**config.mk**
```make
export PLATFORM = sky130hd
export DESIGN_NAME = otg_hibernation_power_unit
export DESIGN_NICKNAME = d
export VERILOG_FILES = /design/src/design/hib_pkg.sv /design/src/design/otg_hibernation_power_unit.sv
export SDC_FILE = /design/constraint.sdc
export NUM_CORES = 1
export LEC_CHECK = 0
export BUFFER_PORTS_ARGS = -buffer_cell sky130_fd_sc_hd__buf_4
export CAP_MARGIN = 30
export CORE_UTILIZATION = 41
export DETAILED_ROUTE_END_ITERATION = 8
export PLACE_DENSITY = 0.88
export SLEW_MARGIN = 20
export SYNTH_ARGS = -nofsm -noshare
export SYNTH_HDL_FRONTEND = slang
export SYNTH_SLANG_ARGS = --single-unit
export TNS_END_PERCENT = 100
```
**constraint.sdc**
```tcl
create_clock -name core_clk -period 2.1 [get_ports core_clk]
set_clock_uncertainty 0.1 [all_clocks]
set_input_delay 0.21 -clock core_clk [delete_from_list [all_inputs] [get_ports core_clk]]
set_output_delay 0.21 -clock core_clk [all_outputs]
set_load 0.05 [all_outputs]
```
**src/design/hib_pkg.sv**
```systemverilog
// package: register map, field positions and carriers for the hibernation power unit
// Contract
// - charger id inputs shown read-only at 28:24, zero without charger support
// - attach detect event bit 23 set on any attach event, write one clears; the code sets it only with power logic on
// - bit 22 mirrors phy b-session valid, trusted only with power logic on
// - bit 21 shows id pin, one device zero host, valid with logic on
// - bits 20:19 show line state 00,01 dp,10 dm,11 undefined
// - status change event bit 17 on id or session change, mask bit 18
// - session request event bit 15 on srp detect, mask bit 16
// - connect event bit 13 with mask 14, meaningful only under power option 2
// - disconnect event bit 11 with mask 12; software reinitializes after it
// - bus reset event bit 9 with mask 10, valid under power option 2
// - line change event bit 7 with mask 8 on line state change
// - supply switch bit 5: one off, zero on; not written in normal operation
// - core reset low bit 4 holds core in reset when zero
// - clamp bit 3 clamps all core outputs when one
// - restore bit 2 selects restore mode, valid under power option 2
// - software bit enables power logic; status reporting depends on it
// - power logic enable is bit 1, one enables
// - bit 0 routes power interrupt to software and blocks core interrupts
package hib_pkg;
    localparam logic [7:0] power_down_offset = 8'h58;
    localparam int charger_lsb = 24;
    localparam int attach_bit = 23;
    localparam int session_bit = 22;
    localparam int id_bit = 21;
    localparam int line_lsb = 19;
    localparam int status_mask_bit = 18;
    localparam int status_event_bit = 17;
    localparam int srp_mask_bit = 16;
    localparam int srp_event_bit = 15;
    localparam int connect_mask_bit = 14;
    localparam int connect_event_bit = 13;
    localparam int disconnect_mask_bit = 12;
    localparam int disconnect_event_bit = 11;
    localparam int bus_reset_mask_bit = 10;
    localparam int bus_reset_event_bit = 9;
    localparam int line_mask_bit = 8;
    localparam int line_event_bit = 7;
    localparam int session_ended_bit = 6;
    localparam int switch_bit = 5;
    localparam int core_reset_bit = 4;
    localparam int clamp_bit = 3;
    localparam int restore_bit = 2;
    localparam int enable_bit = 1;
    localparam int route_bit = 0;
    localparam logic [31:0] event_bits = 32'h0082_AA80;
    localparam logic [31:0] rw_bits = 32'h0005_557F;
    localparam logic [31:0] reset_value = 32'h0000_0000;
    localparam logic [1:0] power_option_hibernate = 2'h2;

    // status seen from the phy and the lines
    typedef struct packed {
        logic [4:0] charger_id;
        logic b_session_valid;
        logic id_pin;
        logic [1:0] line_state;
        logic attach_detect;
        logic srp_detect;
        logic connect_detect;
        logic disconnect_detect;
        logic bus_reset_detect;
    } phy_status_t;

    // controls driven toward the core power domain
    typedef struct packed {
        logic session_ended_flag;
        logic supply_switch_state;
        logic core_reset_low;
        logic output_clamp_enable;
        logic restore_mode;
        logic power_logic_enable;
        logic interrupt_route_select;
    } power_ctrl_t;
endpackage

```
**src/design/otg_hibernation_power_unit.sv**
```systemverilog
// otg_hibernation_power_unit: power-down register, event capture and core power controls
`timescale 1ns/1ps
module otg_hibernation_power_unit #(
    parameter bit charger_support_option = 1'b1,
    parameter logic [1:0] hibernation_power_option = 2'h2,
    parameter int core_out_width = 32
) (
    // clock and reset
    input wire logic core_clk,
    input wire logic sys_rst,
    // avalon-mm slave
    input wire logic [7:0] address,
    input wire logic read,
    input wire logic write,
    input wire logic [3:0] byteenable,
    input wire logic [31:0] writedata,
    output logic [31:0] readdata,
    output logic waitrequest,
    output logic [1:0] response,
    // phy and line status
    input wire hib_pkg::phy_status_t phy_status,
    // core power domain
    input wire logic [core_out_width-1:0] core_outputs,
    input wire logic core_irq,
    output logic [core_out_width-1:0] clamped_outputs,
    output hib_pkg::power_ctrl_t power_ctrl,
    output logic power_irq,
    output logic app_irq
);
    logic [31:0] ctrl;
    logic [31:0] events;
    logic [31:0] rdata;
    logic done;
    logic prev_session;
    logic prev_id;
    logic [1:0] prev_line;
    logic [31:0] readdata_q;
    logic [1:0] response_q;

    wire hit = address == hib_pkg::power_down_offset;
    wire req = (read | write) & ~done;
    wire opt2 = hibernation_power_option == hib_pkg::power_option_hibernate;
    wire active = ctrl[hib_pkg::enable_bit];
    wire [31:0] be_mask = {{8{byteenable[3]}}, {8{byteenable[2]}},
                           {8{byteenable[1]}}, {8{byteenable[0]}}};
    // a write lands only at the edge where waitrequest is seen low
    wire wr_hit = write & hit & done;
    wire [31:0] clear_bits = wr_hit ? (writedata & be_mask & hib_pkg::event_bits)
                                    : 32'h0000_0000;

    // detections, each gated by the power logic being active
    wire status_change = active & ((phy_status.b_session_valid != prev_session)
                         | (phy_status.id_pin != prev_id));
    wire line_change = active & opt2 & (phy_status.line_state != prev_line);
    wire [31:0] set_bits = {8'h00,
        active & phy_status.attach_detect,
        5'h00, status_change, 1'b0,
        active & phy_status.srp_detect,
        1'b0, active & opt2 & phy_status.connect_detect,
        1'b0, active & opt2 & phy_status.disconnect_detect,
        1'b0, active & opt2 & phy_status.bus_reset_detect,
        1'b0, line_change, 7'h00};
    wire [31:0] next_events = (events & ~clear_bits) | set_bits;

    // masks placed one bit above each event they gate
    wire [31:0] pending = events & (ctrl >> 1) & hib_pkg::event_bits;
    wire [31:0] attach_pending = events & (32'h1 << hib_pkg::attach_bit);

    wire [31:0] status_bits = {3'b000,
        charger_support_option ? phy_status.charger_id : 5'h00,
        1'b0,
        phy_status.b_session_valid,
        phy_status.id_pin,
        phy_status.line_state,
        19'h00000};
    // without the hibernation option the option-2 masks and restore read zero
    wire [31:0] opt_bits = opt2 ? 32'hFFFF_FFFF : 32'h0005_007B;
    wire [31:0] rw_view = ctrl & hib_pkg::rw_bits & opt_bits;

    always_comb begin
        rdata = status_bits | events | rw_view;
    end

    always_ff @(posedge core_clk or posedge sys_rst) begin
        if (sys_rst) begin
            done <= 1'b0;
        end else begin
            done <= req;
        end
    end

    always_ff @(posedge core_clk or posedge sys_rst) begin
        if (sys_rst) begin
            ctrl <= hib_pkg::reset_value;
        end else if (wr_hit) begin
            ctrl <= (ctrl & ~(be_mask & hib_pkg::rw_bits))
                    | (writedata & be_mask & hib_pkg::rw_bits);
        end
    end

    always_ff @(posedge core_clk or posedge sys_rst) begin
        if (sys_rst) begin
            events <= hib_pkg::reset_value;
        end else begin
            events <= next_events;
        end
    end

    always_ff @(posedge core_clk or posedge sys_rst) begin
        if (sys_rst) begin
            prev_session <= 1'b0;
            prev_id <= 1'b0;
            prev_line <= 2'b00;
        end else begin
            prev_session <= phy_status.b_session_valid;
            prev_id <= phy_status.id_pin;
            prev_line <= phy_status.line_state;
        end
    end

    always_ff @(posedge core_clk or posedge sys_rst) begin
        if (sys_rst) begin
            readdata_q <= 32'h0000_0000;
            response_q <= 2'b00;
        end else if (req) begin
            readdata_q <= (read & hit) ? rdata : 32'h0000_0000;
            response_q <= hit ? 2'b00 : 2'b11;
        end
    end

    // one wait cycle; the answer stands on the cycle after
    assign waitrequest = (read | write) & ~done;
    assign readdata = readdata_q;
    assign response = response_q;

    // attach events interrupt even unmasked-less: no mask is defined for them
    assign power_irq = (|pending) | (|attach_pending);
    assign app_irq = ctrl[hib_pkg::route_bit] ? power_irq : core_irq;

    // clamps hold core outputs low so a dead domain cannot float into live logic
    assign clamped_outputs = ctrl[hib_pkg::clamp_bit] ? '0 : core_outputs;

    assign power_ctrl.session_ended_flag = ctrl[hib_pkg::session_ended_bit];
    assign power_ctrl.supply_switch_state = ctrl[hib_pkg::switch_bit];
    assign power_ctrl.core_reset_low = ctrl[hib_pkg::core_reset_bit];
    assign power_ctrl.output_clamp_enable = ctrl[hib_pkg::clamp_bit];
    assign power_ctrl.restore_mode = opt2 & ctrl[hib_pkg::restore_bit];
    assign power_ctrl.power_logic_enable = active;
    assign power_ctrl.interrupt_route_select = ctrl[hib_pkg::route_bit];
endmodule

```
Yosys cells after proc, flatten, opt, wreduce, memory -nomap -nowiden
Index checks and enable logic that the tools add are counted.
Widths: inputs -> output; s select.
{"block": "word_totals", "wordCells": 43, "inputBits": 95, "reg_bits": 103, "output_inout_bits": 76}
{"block": "classes", "n_eq_ne": 4, "muxes": 5, "reduce_logical": 1, "n_bitwise": 25}
{"operator": "$and 32x32->32", "count": 2}
{"operator": "$mux 32", "count": 2}
{"operator": "$or 32x19->32", "count": 2}
{"operator": "$and 24x24->24", "count": 2}
{"operator": "$not 19->32", "count": 1}
{"operator": "$not 24->32", "count": 1}
{"operator": "$or 29x32->32", "count": 1}
{"operator": "$or 32x24->32", "count": 1}
{"operator": "$mux 24", "count": 1}
{"operator": "$and 1x1->1", "count": 11}
{"operator": "$eq 8x7->1 const B", "count": 1}
{"operator": "$reduce_or 7->1", "count": 1}
{"operator": "$or 1x1->1", "count": 3}
{"operator": "$mux 2", "count": 1}
{"operator": "$ne 1x1->1", "count": 2}
{"operator": "$ne 2x2->1", "count": 1}
{"operator": "$mux 1", "count": 1}
{"operator": "$not 1->1", "count": 1}

Depth between registers and ports, before layout
Gate-level depths: netlist (run 1).
{"block": "depth", "word_depth": 7, "ltp_mapped": 5, "mapped_depth_nobuf": 3}

Worst setup path before layout (run 1)
Ideal clock, no wire load.
{"block": "synth_path", "kind": "register -> output", "startpoint": "register events[15]", "endpoint": "output app_irq", "path_stages_with_launch": 4, "setup_slack_ps": 64, "t_arrival_ps": 1726, "path_cell_list": "dfrtp_1 -> a222oi_1 -> nand3_1 -> mux2_2"}
{"block": "synth_via", "elab_chain_cells": 4}
{"element": "start, declared", "line": "otg_hibernation_power_unit.sv:31", "source": "logic [31:0] events;"}
{"element": "start signal, assigned", "line": "otg_hibernation_power_unit.sv:103", "source": "events <= hib_pkg::reset_value;"}
{"element": "start signal, assigned", "line": "otg_hibernation_power_unit.sv:105", "source": "events <= next_events;"}
{"element": "$and 24x24->24", "line": "otg_hibernation_power_unit.sv:66", "source": "wire [31:0] pending = events & (ctrl >> 1) & hib_pkg::event_bits;"}
{"element": "$reduce_or 7->1", "line": "otg_hibernation_power_unit.sv:137", "source": "assign power_irq = (|pending) | (|attach_pending);"}
{"element": "$or 1x1->1", "line": "otg_hibernation_power_unit.sv:137"}
{"element": "net power_irq", "line": "otg_hibernation_power_unit.sv:27", "source": "output logic power_irq,"}
{"element": "$mux 1", "line": "otg_hibernation_power_unit.sv:138", "source": "assign app_irq = ctrl[hib_pkg::route_bit] ? power_irq : core_irq;"}
{"element": "end, declared", "line": "otg_hibernation_power_unit.sv:28", "source": "output logic app_irq"}
The timed path passes the listed nets, and every way through them passes these cells.

==> results.json, run 1 <==
{
  "die_area_um2": 6301,
  "cp_cell_sequence": "a222oi_1 -> nand3_1 -> mux2_2 -> buf_4",
  "drv_cap": 0,
  "gp_congestion": 0.7527,
  "layout.cells.non_filler": 427,
  "synth_area_leaders": "dfrtp_1, a22o_1, nor2b_1",
  "rows": 27,
  "fin_crit_ns": 1.993,
  "setup_ws_ns": 0.1074,
  "wl_um": 7094,
  "firstDrtPassIters": 4,
  "layout-drive-gt1-share": 0.5408,
  "clk_latency_ns": 0.30,
  "fp.dieH_um": 79.38,
  "hpwlAfterDp_um": 5475,
  "synth_seq_cells": 55,
  "drc": 0,
  "grt_max_degree": 34,
  "post-place-ws_ns": 0.4014,
  "critPathSlowestCell": "dfrtp_1",
  "drt-wirelength-per-cell_um": 16.61,
  "setup_viol": 0,
  "grtUsageTotal": 0.2222,
  "via_per_inst": 5.059,
  "layout.nets": 449,
  "routed-via-count": 2160,
  "synth_top_area_frac": 0.5607,
  "ys.flop_type": "dfrtp_1",
  "die_width_um": 79.38,
  "clockRootBuffer": "clkbuf_8",
  "area_growth_syn_to_layout_pct": 55.05,
  "drv_slew": 0,
  "antenna_found_initial": 0,
  "p_per_area_nw_per_um2": 582.3,
  "ff2ff_setup_slack_ns": 0.54,
  "path_clk_slew_ns": 0.09,
  "power.total_mw": 2.216,
  "cellLeakagePower_nw": 1.993,
  "ant_nets": 0,
  "cts_max_level": 2,
  "worstHoldPathType": "in2reg",
  "critical_path_class": "reg2out",
  "cts_buffers": 5,
  "cts_tree": "done",
  "ys_types": 28,
  "max-clock-path-buffers": 2,
  "grt-ovfl-total": 0,
  "worstPathRequired_ns": 1.79,
  "async_reset_ff_frac": 1.000,
  "max_freq_mhz": 501.9,
  "design_area_um2": 3806,
  "grt_pass1_vias": 2164,
  "cp-start-kind": "flop",
  "finalCritPeriodShare": 0.9489,
  "start_util": 0.4351,
  "vdd_ir_drop_max_uv": 399.4,
  "max_slew_margin": 0.6638,
  "pin_count": 171,
  "tightest_slew_ns": 0.5040,
  "hold_viol": 0,
  "syn-mean-instance-area_um2": 12.46,
  "synth_most_common_cell": "dfrtp_1",
  "diodes": 0,
  "postLayoutCoreUtil": 0.6747,
  "fillCellCount": 429,
  "arrival_ns": 1.68,
  "yosys_warnings": 0,
  "run_status": "complete, no violations",
  "netlist_instances": 197,
  "slowest_delay_ns": 0.41,
  "post_dp_cell_area_um2": 3645,
  "synth-edff-count": 0,
  "dr.first_iter.drc_count": 96,
  "core_area_um2": 5642,
  "critical_path_peak_fanout": 3,
  "holdWs_ns": 0.009813,
  "cts.repair.resized": 0,
  "cp-end-kind": "output port",
  "clock_sinks": 55,
  "yosysTopAreaCell": "dfrtp_1",
  "port_buffers": 154,
  "synthTopCellsByCount": "dfrtp_1, nor2b_1, a22o_1",
  "mappedNetlistArea_um2": 2455,
  "ys_seq_area_frac": 0.5607,
  "dp_cells": 411,
  "grt_pass1_wl_um": 10670,
  "fin_setup_tns_ns": 0
}
==> cells by family after synthesis <==
logic type,synth area share
other cells,0.001528
buf+inv,0.05861
compound gates,0.1473
simple gates,0.1534
xor+xnor,0.01427
flops,0.5607
mux,0.06422
==> timing repair <==
action                     4_1_cts  5_1_grt
hold endpoints to repair        22        0
hold buffers                     5        0
buffers inserted                 0        3
setup endpoints to repair        0        1
==> routing by layer <==
layer | share of wire | track usage | wire length (um)
met1 | 0.42 | 0.2953 | 2970
met2 | 0.52 | 0.3733 | 3675
met3 | 0.051 | 0.04229 | 364
met4 | 0.012 | 0.05636 | 83
met5 | 0 | 0 | 0
==> layout by cell type (no fill, tap or decap) <==
master,instances
and2_1,1
dfrtp_1,55
o21ai_0,3
nor2b_1,36
a22o_1,29
nand4bb_1,1
clkinv_2,1
a222oi_1,1
buf_12,1
a221o_1,4
nand3_1,1
buf_4,163
or4b_4,1
clkinvlp_4,2
nand2_1,5
inv_2,1
nor4_4,1
xor2_1,4
inv_1,2
o21bai_2,1
nand4_1,7
a22oi_1,1
mux2_2,14
conb_1,3
dlygate4sd3_1,5
clkbuf_8,5
nor4b_2,1
nor2_1,1
and4bb_2,1
o31ai_1,3
a21oi_1,1
==> path summary, 6_finish.rpt <==
| path | startpoint | end | cells past startpoint |
|---|---|---|---|
| hold reg to reg | readdata[22] | readdata[22] | 1 |
| hold / removal | phy_status[4] | events[23] | 3 |
| min in group asynchronous | sys_rst | readdata[17] | 3 |
| setup reg to reg | done | flop | 4 |
| setup / recovery | flop | app_irq | 4 |
| max in group asynchronous | sys_rst | done | 4 |
==> power breakdown <==
part / total (mW) / internal [mW] / switching (mW)
registers: 1.11 / 1.08 / 0.0254
logic: 0.542 / 0.219 / 0.323
clock network: 0.564 / 0.233 / 0.332
total: 2.22 / 1.54 / 0.680
==> final cells by class <==
cell class                 instances  area [um^2]  share of cell area
clock buffer                       5        68.82             0.01808
clock inverter                     3        20.02            0.005260
inverter                           3        11.26            0.002959
multi-input combinational        120        945.9              0.2485
sequential                        55         1376              0.3616
tap                               72        90.09             0.02367
timing repair buffer             169         1294              0.3399
==> worst max-delay path: cells and delay by family (launching register included) <==
family                 cells  cell delay [ns]
flip-flops                 1             0.41
AO/OA/AOI/OAI              1             0.33
buffers and inverters      1             0.19
AND/OR/NAND/NOR            1             0.17
multiplexers               1             0.29
No activity file was read; power rests on OpenSTA's default activity.
==> run 2: changes to the inputs <==
--- a/config.mk
+++ b/config.mk
@@ -10,2 +10,3 @@
 export CORE_UTILIZATION = 41
+export CTS_CLUSTER_DIAMETER = 30
 export DETAILED_ROUTE_END_ITERATION = 8
==> constraint.sdc (replaced) <==
create_clock -name core_clk -period 2.1 [get_ports core_clk]
set_clock_uncertainty 0.1 [all_clocks]
set_input_delay 0.315 -clock core_clk [delete_from_list [all_inputs] [get_ports core_clk]]
set_output_delay 0.315 -clock core_clk [all_outputs]
set_load 0.05 [all_outputs]
==> run 2 against run 1 <==
Compared with the run above:
- core utilization is 0.60 points lower
- critical path depth stayed put
- power is 2.5% lower
- register-to-register slack worse by 0.08 ns
- flip-flop and latch count stayed put
- hold slack better by 0.037 ns
- die area stayed put
- critical path type unchanged
- critical endpoint unchanged
- largest cell class unchanged
==> results.json, run 2 (synthesis gave the netlist of run 1 again) <==
{
  "run_status": "complete, no violations",
  "globalRouteMet2Util": 0.3836,
  "arrival_ns": 1.66,
  "cts_max_level": 2,
  "antenna_found_initial": 0,
  "met1_usage": 0.2584,
  "setup_viol": 0,
  "clock_sinks": 55,
  "grt.met3_usage": 0.05029,
  "vdd_ir_drop_max_uv": 406.0,
  "setup_ws_ns": 0.02039,
  "critical_path_peak_fanout": 2,
  "worstPathRequired_ns": 1.68,
  "grt-ovfl-total": 0,
  "clk_latency_ns": 0.30,
  "fp.dieH_um": 79.38,
  "grtUsageTotal": 0.2179,
  "post-place-ws_ns": 0.2734,
  "path_clk_slew_ns": 0.08,
  "dr.first_iter.drc_count": 100,
  "drt-wirelength-per-cell_um": 16.13,
  "grt_max_degree": 45,
  "wl_um": 6760,
  "final_common_cell": "buf_4",
  "path_buf_inv": 1,
  "clockRootBuffer": "clkbuf_8",
  "grt-busiest-layer": "met2",
  "slowest_delay_ns": 0.40,
  "critPathSlowestCell": "dfrtp_1",
  "worstHoldPathType": "in2reg",
  "tightest_slew_ns": 0.6887,
  "hpwlAfterDp_um": 5167,
  "rsz0062_at_grt": "true",
  "fillCellCount": 422,
  "hold_viol": 0,
  "cp-start-kind": "flop",
  "core_area_um2": 5642,
  "cp-end-kind": "output port",
  "cts_buffers": 5,
  "cellLeakagePower_nw": 1.979,
  "drv_slew": 0,
  "drc": 0,
  "via_per_inst": 5.079,
  "diodes": 0,
  "max_freq_mhz": 480.9,
  "design_area_um2": 3772,
  "p_per_area_nw_per_um2": 573.1,
  "cp_cell_sequence": "a222oi_1 -> nand3_2 -> mux2_4 -> buf_6",
  "postLayoutCoreUtil": 0.6687,
  "fin_crit_ns": 2.080,
  "grt_pass1_wl_um": 10290,
  "pin_count": 171,
  "ant_nets": 0,
  "max-clock-path-buffers": 2,
  "layout.nets": 443,
  "post_dp_cell_area_um2": 3667,
  "rows": 27,
  "area_growth_syn_to_layout_pct": 53.67,
  "max_slew_margin": 0.5406,
  "finalCritPeriodShare": 0.9903,
  "die_width_um": 79.38,
  "critical_path_class": "reg2out",
  "cts_tree": "done",
  "grt_pass1_vias": 2066,
  "gp_congestion": 0.9017,
  "die_area_um2": 6301,
  "mostFrequentLayoutCells": "buf_4, dfrtp_1, nor2b_1",
  "routed-via-count": 2128,
  "critPathTopFamily": "flip-flops",
  "layout-drive-gt1-share": 0.5418,
  "start_util": 0.4351,
  "drv_cap": 0,
  "port_buffers": 154,
  "firstDrtPassIters": 4
}
==> run 2: area by class of cell <==
cell class / instances / area, um^2 / area share
timing repair buffer: 163 / 1267 / 0.3360
multi-input combinational: 120 / 954.7 / 0.2531
clock buffer: 6 / 72.57 / 0.01924
inverter: 3 / 11.26 / 0.002985
sequential: 55 / 1376 / 0.3648
tap: 72 / 90.09 / 0.02388
==> run 2: metal layers <==
| layer | vias to the layer above | part of all wire |
|---|---|---|
| li1 | 995 | - |
| met1 | 1018 | 0.38 |
| met2 | 107 | 0.53 |
| met3 | 8 | 0.068 |
| met4 | 0 | 0.017 |
| met5 | - | 0 |
==> run 2: through the flow <==
stage	power [mW]	hold WS, ns	setup TNS, ns	cells
6_report	2.162	0.04661	0	419
2_1_floorplan	1.442	0.2464	0	199
5_1_grt	2.265	0.03175	-0.02616	419
3_3_place_gp	1.642	0.1742	0	410
3_5_place_dp	1.651	0.1838	0	410
4_1_cts	2.181	0.04044	0	419
==> run 2: final timing paths <==
check | from | endpoint | slack, ns | depth (start not counted)
max reg2reg | done | readdata[18] | 0.46 | 3
max in group asynchronous | sys_rst | events[15] | 0.97 | 4
max | flop | app_irq | 0.02 | 4
min reg2reg | readdata[4] | readdata[4] | 0.41 | 1
min | phy_status[6] | prev_line[1] | 0.05 | 1
min in group asynchronous | sys_rst | readdata[27] | 0.42 | 3
==> run 2: report_power, final <==
group	switching [mW]	total, mW	internal [mW]
clock network	0.306	0.529	0.223
logic	0.312	0.520	0.208
registers	0.0284	1.11	1.08
total	0.646	2.16	1.52
==> run 2: timing repair <==
action,CTS,global route
endpoints found under the hold margin,11,0
buffers inserted,2,0
gates resized for setup,1,1
endpoints found under the setup margin,1,1
pin swaps,2,0
hold buffers,1,0
==> run 3: changes to the inputs <==
Settings changed: BUFFER_PORTS_ARGS -buffer_cell sky130_fd_sc_hd__buf_4 to unset, CORE_UTILIZATION 41 to 45, DONT_BUFFER_PORTS set to 1, PLACE_DENSITY 0.88 to 0.68.
==> run 3 against run 2 <==
Compared with the run above:
- final cell count down 28%
- critical endpoint unchanged
- routed wire length down 7.6%
- first-iteration DRC count down 32%
- hold slack worse by 0.016 ns
- largest cell class unchanged
- sequential power about the same
==> results.json, run 3 (synthesis gave the netlist of run 1 again) <==
{
  "fin_crit_ns": 2.055,
  "final_common_cell": "dfrtp_1",
  "r2r_start": "done",
  "drc": 0,
  "diodes": 0,
  "gp_congestion": 0.8440,
  "ff2ff_setup_slack_ns": 0.54,
  "register_area_um2": 1376,
  "grtUsageTotal": 0.2057,
  "cts_max_level": 2,
  "mostFrequentLayoutCells": "dfrtp_1, buf_4, nor2b_1",
  "dr.first_iter.drc_count": 68,
  "min_from": "phy_status[4]",
  "critical_path_class": "reg2out",
  "clockRootBuffer": "clkbuf_8",
  "max_freq_mhz": 486.7,
  "port_buffers": 0,
  "grt_pass1_wl_um": 8487,
  "die_width_um": 75.86,
  "cellLeakagePower_nw": 1.399,
  "ant_nets": 0,
  "cp-start-kind": "flop",
  "worstPathRequired_ns": 1.68,
  "critPathTopFamily": "compound AO/OA/AOI/OAI gates",
  "hpwlAfterDp_um": 4690,
  "slowest_delay_ns": 0.42,
  "grt_pass1_vias": 1649,
  "layout-drive-gt1-share": 0.3004,
  "grt_max_degree": 36,
  "drt-wirelength-per-cell_um": 20.61,
  "worstHoldPathType": "in2reg",
  "layout.nets": 327,
  "dp_cells": 290,
  "antenna_found_initial": 0,
  "routed-via-count": 1697,
  "rsz0062_at_grt": "true",
  "drv_cap": 0,
  "firstDrtPassIters": 4,
  "die_area_um2": 5755,
  "clk_latency_ns": 0.29,
  "drv_slew": 0,
  "cts_tree": "done",
  "pin_count": 171,
  "cp-end-kind": "output port",
  "path_buf_inv": 0,
  "max_slew_margin": 0.4783,
  "layout.cells.non_filler": 303,
  "multi_input_area_um2": 954.7,
  "fp.dieH_um": 75.86,
  "path_clk_slew_ns": 0.09,
  "finalCritPeriodShare": 0.9784,
  "vdd_ir_drop_max_uv": 400.4,
  "fillCellCount": 430,
  "rows": 26,
  "wl_um": 6244,
  "holdWs_ns": 0.03082,
  "grt-ovfl-total": 0,
  "critical_path_peak_fanout": 3,
  "cts_buffers": 5,
  "tightest_slew_ns": 0.7825,
  "postCtsSetupRepairBufs": 0,
  "via_per_inst": 5.601,
  "critPathSlowestCell": "a222oi_1",
  "p_per_area_nw_per_um2": 731.5,
  "setup_viol": 0,
  "hold_viol": 0,
  "clock_sinks": 55,
  "max-clock-path-buffers": 2,
  "start_util": 0.4746,
  "area_growth_syn_to_layout_pct": 17.94,
  "postLayoutCoreUtil": 0.5597,
  "cp_cell_sequence": "a222oi_1 -> nand3_2 -> mux2_4",
  "arrival_ns": 1.64,
  "run_status": "complete, no violations",
  "core_area_um2": 5172
}
-- run 3: layout make-up --
type,count,area share
clock buffers,8,0.03457
inverters,3,0.003889
well taps,70,0.03025
flip-flops and latches,55,0.4754
repair buffers,47,0.1262
multi-input cells,120,0.3297
-- run 3: report_power, final --
part | total, mW | switching, mW | internal [mW]
Combinational | 0.389 | 0.282 | 0.107
Sequential | 1.11 | 0.0305 | 1.08
Clock | 0.615 | 0.313 | 0.302
-- run 3: final timing paths --
kind                                end  cells after the start
min in group asynchronous  readdata[17]                      2
min reg2reg                readdata[14]                      1
max reg2reg                        flop                      4
max in group asynchronous   readdata[0]                      3
min                          events[23]                      2
max                             app_irq                      3
-- run 3: per-layer routing --
metal	GRT usage	wire length, um
met5	0	0
met4	0.06996	57
met3	0.05026	357
met2	0.3304	3251
met1	0.2730	2578
-- run 3: metrics by stage --
| stage | setup TNS [ns] | power [mW] | setup WS [ns] | area [um^2] |
|---|---|---|---|---|
| finish | 0 | 2.118 | 0.04526 | 2895 |
| global route | -0.07177 | 2.208 | -0.07177 | 2895 |
| CTS | 0 | 2.140 | 0.008773 | 2895 |
| detailed placement | 0 | 1.519 | 0.2838 | 2741 |
| global placement | 0 | 1.514 | 0.3349 | 2741 |
| floorplan | 0 | 1.442 | 0.1255 | 2467 |
-- run 3: timing repair --
action / 4_1_cts / 5_1_grt
pin swaps: 1 / 0
endpoints found under the hold margin: 27 / 0
setup endpoints to repair: 1 / 1
hold buffers: 5 / 0
cloned: 0 / 0
gates resized for setup: 1 / 0
